**config.mk**
```make
export PLATFORM = sky130hd
export DESIGN_NAME = mdio_user_access_channel0
export DESIGN_NICKNAME = d
export VERILOG_FILES = /design/src/design/mdio_uac_pkg.sv /design/src/design/mdio_user_access_channel0.sv
export VERILOG_INCLUDE_DIRS = /design/src /design/src/design
export SDC_FILE = /design/constraint.sdc
export NUM_CORES = 1
export LEC_CHECK = 0
export BUFFER_PORTS_ARGS = -buffer_cell sky130_fd_sc_hd__clkbuf_2
export CORE_MARGIN = 5
export CORE_UTILIZATION = 55
export CTS_CLUSTER_DIAMETER = 150
export DETAILED_ROUTE_END_ITERATION = 8
export GPL_TIMING_DRIVEN = 0
export PLACE_DENSITY = 0.76
export SLEW_MARGIN = 20
export SYNTH_ARGS = -nofsm -noshare
export SYNTH_HDL_FRONTEND = slang
export SYNTH_SLANG_ARGS = --single-unit
```
**constraint.sdc**
```tcl
create_clock -name pclk -period 2.6 [get_ports pclk]
set_clock_uncertainty 0.2 [all_clocks]
set_input_delay 0.13 -clock pclk [delete_from_list [all_inputs] [get_ports pclk]]
set_output_delay 0.13 -clock pclk [all_outputs]
set_load 0.01 [all_outputs]
```
**src/design/mdio_uac_defines.svh**
```systemverilog
// Offsets, field positions, reset values and timing of MDIO user access channel 0
// Operation
// - Writing 1 to start bit 31 queues one bus access, run when sequencer free.
// - Writing 0 to the start bit changes nothing.
// - Start bit can be set only while the state machine is enabled.
// - Hardware clears the start bit once the access has finished.
// - While start reads 1, all writes to the user access register are dropped.
// - Bit 30 chooses direction: 1 writes the PHY register, 0 reads it.
// - Acknowledge bit 29 is set when the PHY acknowledged a read.
// - PHY register index comes from bits 25-21.
// - PHY address comes from bits 20-16.
// - Bits 15-0 give write data and receive read data.
// - Link source select bit 7 is 0; state machine decides link status.
// - Link change interrupt enable bit 6 gates the masked link event bit 2.
// - Link of the PHY addressed by select bits 4-0 is watched.
// - Finished user command sets the command done event; writing 1 clears it.
// - Link change of watched PHY sets link event; enable qualifies masked view.
`ifndef MDIO_UAC_DEFINES_SVH
`define MDIO_UAC_DEFINES_SVH

// ----------------------------------------
// Register offsets
// ----------------------------------------
`define UA_OFF    8'h00
`define SEL_OFF   8'h04
`define CTRL_OFF  8'h08
`define EVT_OFF   8'h0c
`define LINK_OFF  8'h10

// ----------------------------------------
// Field positions
// ----------------------------------------
`define UA_GO     31
`define UA_WR     30
`define UA_ACK    29
`define SEL_LSRC  7
`define SEL_IRQEN 6
`define EVT_DONE  0
`define EVT_LINK  1
`define EVT_MASK  2

// ----------------------------------------
// Reset values
// ----------------------------------------
`define UA_RST    29'h0000000
`define SEL_RST   6'h00
`define CTRL_RST  1'b0

// ----------------------------------------
// Frame layout and timing
// ----------------------------------------
`define PREAMBLE  32'hffffffff
`define START_SEQ 2'b01
`define OP_WRITE  2'b01
`define OP_READ   2'b10
`define TA_DRIVE  2'b10
`define STAT_REG  5'h01
`define LINK_BIT  2
`define LAST_BIT  6'd63
`define TA_BIT    6'd46
`define ACK_BIT   6'd47
`define DATA_BIT  6'd48
`define PCLK_NS   40
`define MDC_HALF_NS 200
`define MDC_HALF_CYC ((`MDC_HALF_NS + `PCLK_NS - 1) / `PCLK_NS)

`endif

```
**src/design/mdio_uac_pkg.sv**
```systemverilog
// Types shared by MDIO user access channel 0
package mdio_uac_pkg;

    typedef struct packed {
        logic        go;
        logic        wr;
        logic        ack;
        logic [4:0]  reg_idx;
        logic [4:0]  phy;
        logic [15:0] data;
    } user_cmd_t;

    typedef struct packed {
        logic       irq_en;
        logic [4:0] phy;
    } mon_sel_t;

    typedef enum logic {
        seq_idle,
        seq_shift
    } seq_state_t;

endpackage : mdio_uac_pkg

```
**src/design/mdio_user_access_channel0.sv**
```systemverilog
// MDIO user access channel 0 with PHY link monitor behind an APB slave
`timescale 1ns/1ns
`include "mdio_uac_defines.svh"

module mdio_user_access_channel0 #(
    parameter int MDC_HALF = `MDC_HALF_CYC
) (
    input  wire logic        pclk,
    input  wire logic        presetn,
    input  wire logic        pce,
    input  wire logic        psel,
    input  wire logic        penable,
    input  wire logic        pwrite,
    input  wire logic [7:0]  paddr,
    input  wire logic [31:0] pwdata,
    output logic      [31:0] prdata,
    output logic             pready,
    output logic             pslverr,
    output logic             mdc,
    output logic             mdio_out,
    output logic             mdio_oe,
    input  wire logic        mdio_in
);

    if (MDC_HALF < 2 || MDC_HALF > 256) begin : g_bad_div
        $error("MDC_HALF must lie in 2..256");
    end

    // ----------------------------------------
    // State
    // ----------------------------------------
    mdio_uac_pkg::user_cmd_t  ua;
    mdio_uac_pkg::mon_sel_t   sel;
    mdio_uac_pkg::seq_state_t state;
    logic                     enable;
    logic                     done_raw;
    logic                     link_raw;
    logic                     link_up;
    logic [7:0]               div;
    logic [5:0]               bit_idx;
    logic [63:0]              frame;
    logic [15:0]              rd_shift;
    logic                     ack_bit;
    logic                     is_user;
    logic                     is_wr;
    logic                     mdio_m1;
    logic                     mdio_m2;

    // ----------------------------------------
    // Bus decode
    // ----------------------------------------
    logic       setup;
    logic       wr_en;
    logic       wr_ua;
    logic       wr_sel;
    logic       wr_ctrl;
    logic       wr_evt;
    logic       mapped;
    logic       link_masked;
    logic [31:0] rdata;

    assign setup   = psel & ~penable & pce;
    assign wr_en   = psel & penable & pwrite & pce;
    assign wr_ua   = wr_en && paddr == `UA_OFF;
    assign wr_sel  = wr_en && paddr == `SEL_OFF;
    assign wr_ctrl = wr_en && paddr == `CTRL_OFF;
    assign wr_evt  = wr_en && paddr == `EVT_OFF;
    assign mapped  = paddr inside {`UA_OFF, `SEL_OFF, `CTRL_OFF, `EVT_OFF, `LINK_OFF};

    // Zero wait states; a frozen block holds the bus instead
    assign pready  = pce;
    assign pslverr = psel & penable & ~mapped;

    // ----------------------------------------
    // Sequencer timing
    // ----------------------------------------
    logic tick;
    logic rise;
    logic fall;
    logic frame_done;
    logic start;
    logic next_link;
    logic next_wr;
    logic [4:0] next_phy;
    logic [4:0] next_reg;

    assign tick       = pce && state == mdio_uac_pkg::seq_shift && div == 8'(MDC_HALF - 1);
    assign rise       = tick & ~mdc;
    assign fall       = tick & mdc;
    assign frame_done = fall && bit_idx == `LAST_BIT;
    assign start      = pce && state == mdio_uac_pkg::seq_idle && enable;

    // User command wins the next slot; otherwise the watched PHY is polled
    assign next_wr  = ua.go & ua.wr;
    assign next_phy = ua.go ? ua.phy : sel.phy;
    assign next_reg = ua.go ? ua.reg_idx : `STAT_REG;
    assign next_link = ack_bit & rd_shift[`LINK_BIT];

    // ----------------------------------------
    // Frame engine
    // ----------------------------------------
    always_ff @(posedge pclk or negedge presetn) begin
        if (!presetn) begin
            state   <= mdio_uac_pkg::seq_idle;
            div     <= 8'h00;
            mdc     <= 1'b0;
            bit_idx <= 6'h00;
            frame   <= 64'h0;
            mdio_oe <= 1'b0;
            is_user <= 1'b0;
            is_wr   <= 1'b0;
        end else if (pce) begin
            unique case (state)
                mdio_uac_pkg::seq_idle: begin
                    if (enable) begin
                        state   <= mdio_uac_pkg::seq_shift;
                        div     <= 8'h00;
                        mdc     <= 1'b0;
                        bit_idx <= 6'h00;
                        mdio_oe <= 1'b1;
                        is_user <= ua.go;
                        is_wr   <= next_wr;
                        frame   <= {`PREAMBLE, `START_SEQ,
                                    next_wr ? `OP_WRITE : `OP_READ,
                                    next_phy, next_reg, `TA_DRIVE,
                                    next_wr ? ua.data : 16'h0000};
                    end
                end
                mdio_uac_pkg::seq_shift: begin
                    div <= tick ? 8'h00 : 8'(div + 8'h01);
                    if (tick) begin
                        mdc <= ~mdc;
                    end
                    if (frame_done) begin
                        state   <= mdio_uac_pkg::seq_idle;
                        mdio_oe <= 1'b0;
                    end else if (fall) begin
                        bit_idx <= 6'(bit_idx + 6'd1);
                        frame   <= {frame[62:0], 1'b0};
                        // Release the line for the PHY's turnaround on reads
                        if (!is_wr && 6'(bit_idx + 6'd1) == `TA_BIT) begin
                            mdio_oe <= 1'b0;
                        end
                    end
                end
            endcase
        end
    end

    assign mdio_out = frame[63];

    // ----------------------------------------
    // Line sampling
    // ----------------------------------------
    always_ff @(posedge pclk or negedge presetn) begin
        if (!presetn) begin
            mdio_m1 <= 1'b1;
            mdio_m2 <= 1'b1;
        end else if (pce) begin
            mdio_m1 <= mdio_in;
            mdio_m2 <= mdio_m1;
        end
    end

    // Sampled at the rising MDC edge, a full half period after the PHY drove it
    always_ff @(posedge pclk or negedge presetn) begin
        if (!presetn) begin
            ack_bit  <= 1'b0;
            rd_shift <= 16'h0000;
        end else if (rise) begin
            if (bit_idx == `ACK_BIT) begin
                ack_bit <= ~mdio_m2;
            end
            if (bit_idx >= `DATA_BIT) begin
                rd_shift <= {rd_shift[14:0], mdio_m2};
            end
        end
    end

    // ----------------------------------------
    // User access register
    // ----------------------------------------
    always_ff @(posedge pclk or negedge presetn) begin
        if (!presetn) begin
            ua <= mdio_uac_pkg::user_cmd_t'(`UA_RST);
        end else if (pce) begin
            if (frame_done && is_user) begin
                ua.go <= 1'b0;
                if (!is_wr) begin
                    ua.data <= rd_shift;
                    ua.ack  <= ack_bit;
                end
            end else if (wr_ua && !ua.go) begin
                ua.go      <= pwdata[`UA_GO] & enable;
                ua.wr      <= pwdata[`UA_WR];
                ua.ack     <= pwdata[`UA_ACK];
                ua.reg_idx <= pwdata[25:21];
                ua.phy     <= pwdata[20:16];
                ua.data    <= pwdata[15:0];
            end
        end
    end

    // ----------------------------------------
    // Select and control registers
    // ----------------------------------------
    always_ff @(posedge pclk or negedge presetn) begin
        if (!presetn) begin
            sel <= mdio_uac_pkg::mon_sel_t'(`SEL_RST);
        end else if (wr_sel) begin
            sel.irq_en <= pwdata[`SEL_IRQEN];
            sel.phy    <= pwdata[4:0];
        end
    end

    always_ff @(posedge pclk or negedge presetn) begin
        if (!presetn) begin
            enable <= `CTRL_RST;
        end else if (wr_ctrl) begin
            enable <= pwdata[0];
        end
    end

    // ----------------------------------------
    // Events and link state
    // ----------------------------------------
    always_ff @(posedge pclk or negedge presetn) begin
        if (!presetn) begin
            done_raw <= 1'b0;
        end else if (pce) begin
            if (frame_done && is_user) begin
                done_raw <= 1'b1;
            end else if (wr_evt && pwdata[`EVT_DONE]) begin
                done_raw <= 1'b0;
            end
        end
    end

    always_ff @(posedge pclk or negedge presetn) begin
        if (!presetn) begin
            link_up  <= 1'b0;
            link_raw <= 1'b0;
        end else if (pce) begin
            if (frame_done && !is_user) begin
                link_up <= next_link;
            end
            // A new change wins over a clear in the same cycle
            if (frame_done && !is_user && next_link != link_up) begin
                link_raw <= 1'b1;
            end else if (wr_evt && (pwdata[`EVT_LINK] | pwdata[`EVT_MASK])) begin
                link_raw <= 1'b0;
            end
        end
    end

    assign link_masked = link_raw & sel.irq_en;

    // ----------------------------------------
    // Read data
    // ----------------------------------------
    always_comb begin
        unique case (paddr)
            `UA_OFF:   rdata = {ua.go, ua.wr, ua.ack, 3'b000,
                                ua.reg_idx, ua.phy, ua.data};
            `SEL_OFF:  rdata = {24'h000000, 1'b0, sel.irq_en,
                                1'b0, sel.phy};
            `CTRL_OFF: rdata = {31'h00000000, enable};
            `EVT_OFF:  rdata = {29'h00000000, link_masked, link_raw, done_raw};
            `LINK_OFF: rdata = {31'h00000000, link_up};
            default:   rdata = 32'h00000000;
        endcase
    end

    // Registered in the setup cycle so the access phase sees a flop
    always_ff @(posedge pclk or negedge presetn) begin
        if (!presetn) begin
            prdata <= 32'h00000000;
        end else if (setup) begin
            prdata <= rdata;
        end
    end
endmodule : mdio_user_access_channel0

```
==> impl_metrics.yaml <==
setup_path:
  r2r_cells: 8
  startpoint_type: "register"
  cp.required_ns: 2.71
  worstPathArrival_ns: 2.72
  critPathKind: "reg2reg"
  endpoint_kind: "register"
  critPathMaxFanout: 7
grt:
  grt_max_degree: 91
  grt_pass1_wl_mm: 31.5
  grt_pass1_vias: 6259
  antenna_found_initial: 0
  grt-ovfl-total: 0
  track_usage_pct: 24.4
cts:
  htreeDepth: 4
  insertion_delay_ns: 0.43
  numCtsBuffers: 17
  cts_max_path_buffers: 2
  clk_pin_slew_ns: 0.06
  clockRootBuffer: "clkbuf_16"
  cts_tree: "yes"
  cts_sinks: 170
detailed_routing:
  final_antenna_net_count: 0
  post_drt_wl_per_cell_um: 18.5
  drc: 0
  wl_mm: 19.6
  routed_via_density: 5.95
  dr.pass1.iters: 5
  drtIter0Drc: 650
  vias: 6309
placed_design:
  io_buffers: 77
  placed_area_um2: 8210
  place_inst: 980
  hpwl_mm: 12.7
  gp_congestion: 0.843
  post-place-ws_ns: -0.234
timing:
  fin_crit_ns: 2.61
  worst_slack_ns: -0.00804
  drv_slew: 0
  worst_slew_pin_slew_ns: 0.759
  hold_viol: 0
  slew_headroom_pct: 49.4
  rsz0062_at_grt: "true"
  finalSetupViolCount: 4
  fmaxAchievable_mhz: 383
  final.period_utilization_pct: 100
synthesis:
  netlist.top_cell.by_area: "dfrtp_1"
  synth_top_flop_cell: "dfrtp_1"
  synthDistinctLibCells: 54
  async_reset_ff_share_pct: 100
  yosysSeqAreaShare_pct: 56.3
  synth_cells: 724
  synth_top_area_share_pct: 55.6
  avgSynthCellArea_um2: 10.4
  synth_edf_count: 0
  netlist_area_um2: 7560
  ys_seq_elements: 170
  ys_warn_count: 0
  synthTopCellsByArea: "dfrtp_1, nand2_1, a31oi_1, a22o_1, nor2_1"
floorplan:
  start_util_pct: 56.7
  row_count: 42
  dieArea_um2: 16200
  core_region_area_um2: 13300
  die_width_um: 127
  ios: 84
  die_y_um: 127
final_layout:
  nNetsFinal: 922
  final_cells: 1060
  postLayoutCellArea_um2: 9430
  area_delta_synth_final_pct: 24.7
  diodes: 0
  drive_gt1_share_pct: 22.4
power:
  ir_drop_uv: 485
  p_per_area_nw_per_um2: 654
  power_leakage_nw: 4.60
hold_path:
  hold_path.class: "in2reg"
  hold-path-cell-count: 4
status:
  violations: "negative setup slack"
  status: "complete, but fails checks"
run:
  drv_cap: 0
flip-flops by register name (all words and copies together) (netlist names):
register  count
ack_bit       1
bit_idx       6
div           8
done_raw      1
enable        1
frame        64
is_user       1
is_wr         1
link_raw      1
link_up       1
mdc           1
mdio_m1       1
mdio_m2       1
mdio_oe       1
prdata       29
rd_shift     16
sel           6
state         1
ua           29
worst paths after layout:
path / from / to / slack [ns]
max: div[0]$_DFFE_PN0P_ / rd_shift[7]$_DFFE_PN0P_ / -0.008
min: paddr[2] / sel[4]$_DFFE_PN0P_ / 0.03
max reg2reg: div[0]$_DFFE_PN0P_ / rd_shift[7]$_DFFE_PN0P_ / -0.008
min reg2reg: is_user$_DFFE_PN0P_ / ua[28]$_DFFE_PN0P_ / 0.28
max in group asynchronous: presetn / bit_idx[0]$_DFFE_PN0P_ / 1.25
min in group asynchronous: presetn / frame[48]$_DFFE_PN0P_ / 0.07
placed cells by master, fill, tap and decap left out, types with 3 or more instances in the layout:
| cell | n |
|---|---|
| a22o_1 | 26 |
| nor3_1 | 37 |
| o21ai_0 | 27 |
| clkinv_2 | 3 |
| nand2_1 | 87 |
| clkbuf_1 | 35 |
| mux2_4 | 10 |
| buf_2 | 6 |
| nand3_1 | 28 |
| bufinv_16 | 4 |
| a221oi_1 | 19 |
| inv_1 | 41 |
| mux2i_1 | 8 |
| nor2_1 | 58 |
| buf_4 | 17 |
| nand4_1 | 3 |
| dlygate4sd3_1 | 37 |
| buf_6 | 3 |
| a21oi_1 | 13 |
| mux2_2 | 19 |
| or4_1 | 3 |
| o31ai_1 | 8 |
| conb_1 | 3 |
| clkbuf_16 | 18 |
| or2_2 | 3 |
| and3_1 | 8 |
| a22oi_1 | 17 |
| a31oi_1 | 41 |
| clkbuf_8 | 6 |
| clkbuf_2 | 79 |
| dfrtp_1 | 166 |
final cells by class:
class                           count  area [um2]
Buffer                             50         253
Clock buffer                       25         505
Clock inverter                      7         135
Fill cell                         953        3920
Inverter                           43         161
Multi-Input combinational cell    460        2980
Sequential cell                   170        4260
Tap cell                          176         220
Timing Repair Buffer              129         918
critical path, stage by stage (launching register included):
cell,delay [ns]
dfrtp_1,0.43
inv_2,0.09
ha_4,0.12
or4b_4,0.52
nor3_4,0.22
buf_6,0.16
nand4_4,0.21
clkbuf_16,0.24
mux2_4,0.29
cell families after synthesis:
family / count (synthesis) / synth area share (%)
buffers and inverters: 96 / 5.48
xor gates and xnor gates: 4 / 0.463
other: 1 / 0.0496
and+or+nand+nor: 250 / 15.8
muxes: 38 / 6.17
DFF: 170 / 56.3
adders and majority gates: 4 / 0.662
AOI/OAI and AO/OA: 161 / 15.1
cell usage after synthesis (3+ instances only):
cell type	number
a21oi_1	14
and3_1	9
or2_2	3
clkbuf_1	37
ha_1	4
dfrtp_1	168
nor2_1	58
buf_6	3
nand3_1	30
nand2_1	87
mux2_4	10
mux2_2	19
nand4_1	3
o31ai_1	8
a22oi_1	17
mux2i_1	8
o21ai_0	28
a22o_1	26
nor4_1	3
inv_1	43
a31oi_1	41
buf_4	6
a221oi_1	19
or4_1	3
buf_2	7
nor3_1	37
power by group:
part / switching [mW] / internal (mW)
Sequential: 0.0918 / 2.77
Clock: 1.03 / 1.73
Combinational: 0.308 / 0.234
Total: 1.43 / 4.74
layer usage:
layer	vias to the layer above	routed length (um)	GRT usage, %
met3	45	1190	5.13
met4	0	474	9.40
met1	3126	8320	33.2
met2	266	9650	38.6
met5	-	0	0
li1	2872	-	-
through the flow:
step                      power, mW  hold WS [ns]  TNS [ns]  util [%]
final                          6.16        0.0254   -0.0162      70.7
after global routing           6.39        0.0261     -4.85      70.7
after CTS                      6.12        0.0172         0      69.4
after detailed placement       3.34      0.000593    -11.01      61.5
after global placement         3.30         0.125   -291.59      61.2
after floorplan                3.15        -0.366         0         -
timing repair:
action / CTS / global route
pin swaps: 2 / 6
endpoints found under the hold margin: 120 / 0
setup endpoints to repair: 101 / 98
hold buffers: 37 / 0
cloned: 0 / 1
setup buffers: 1 / 12
gates resized for setup: 9 / 18
Power figures use the tool's default switching activity.
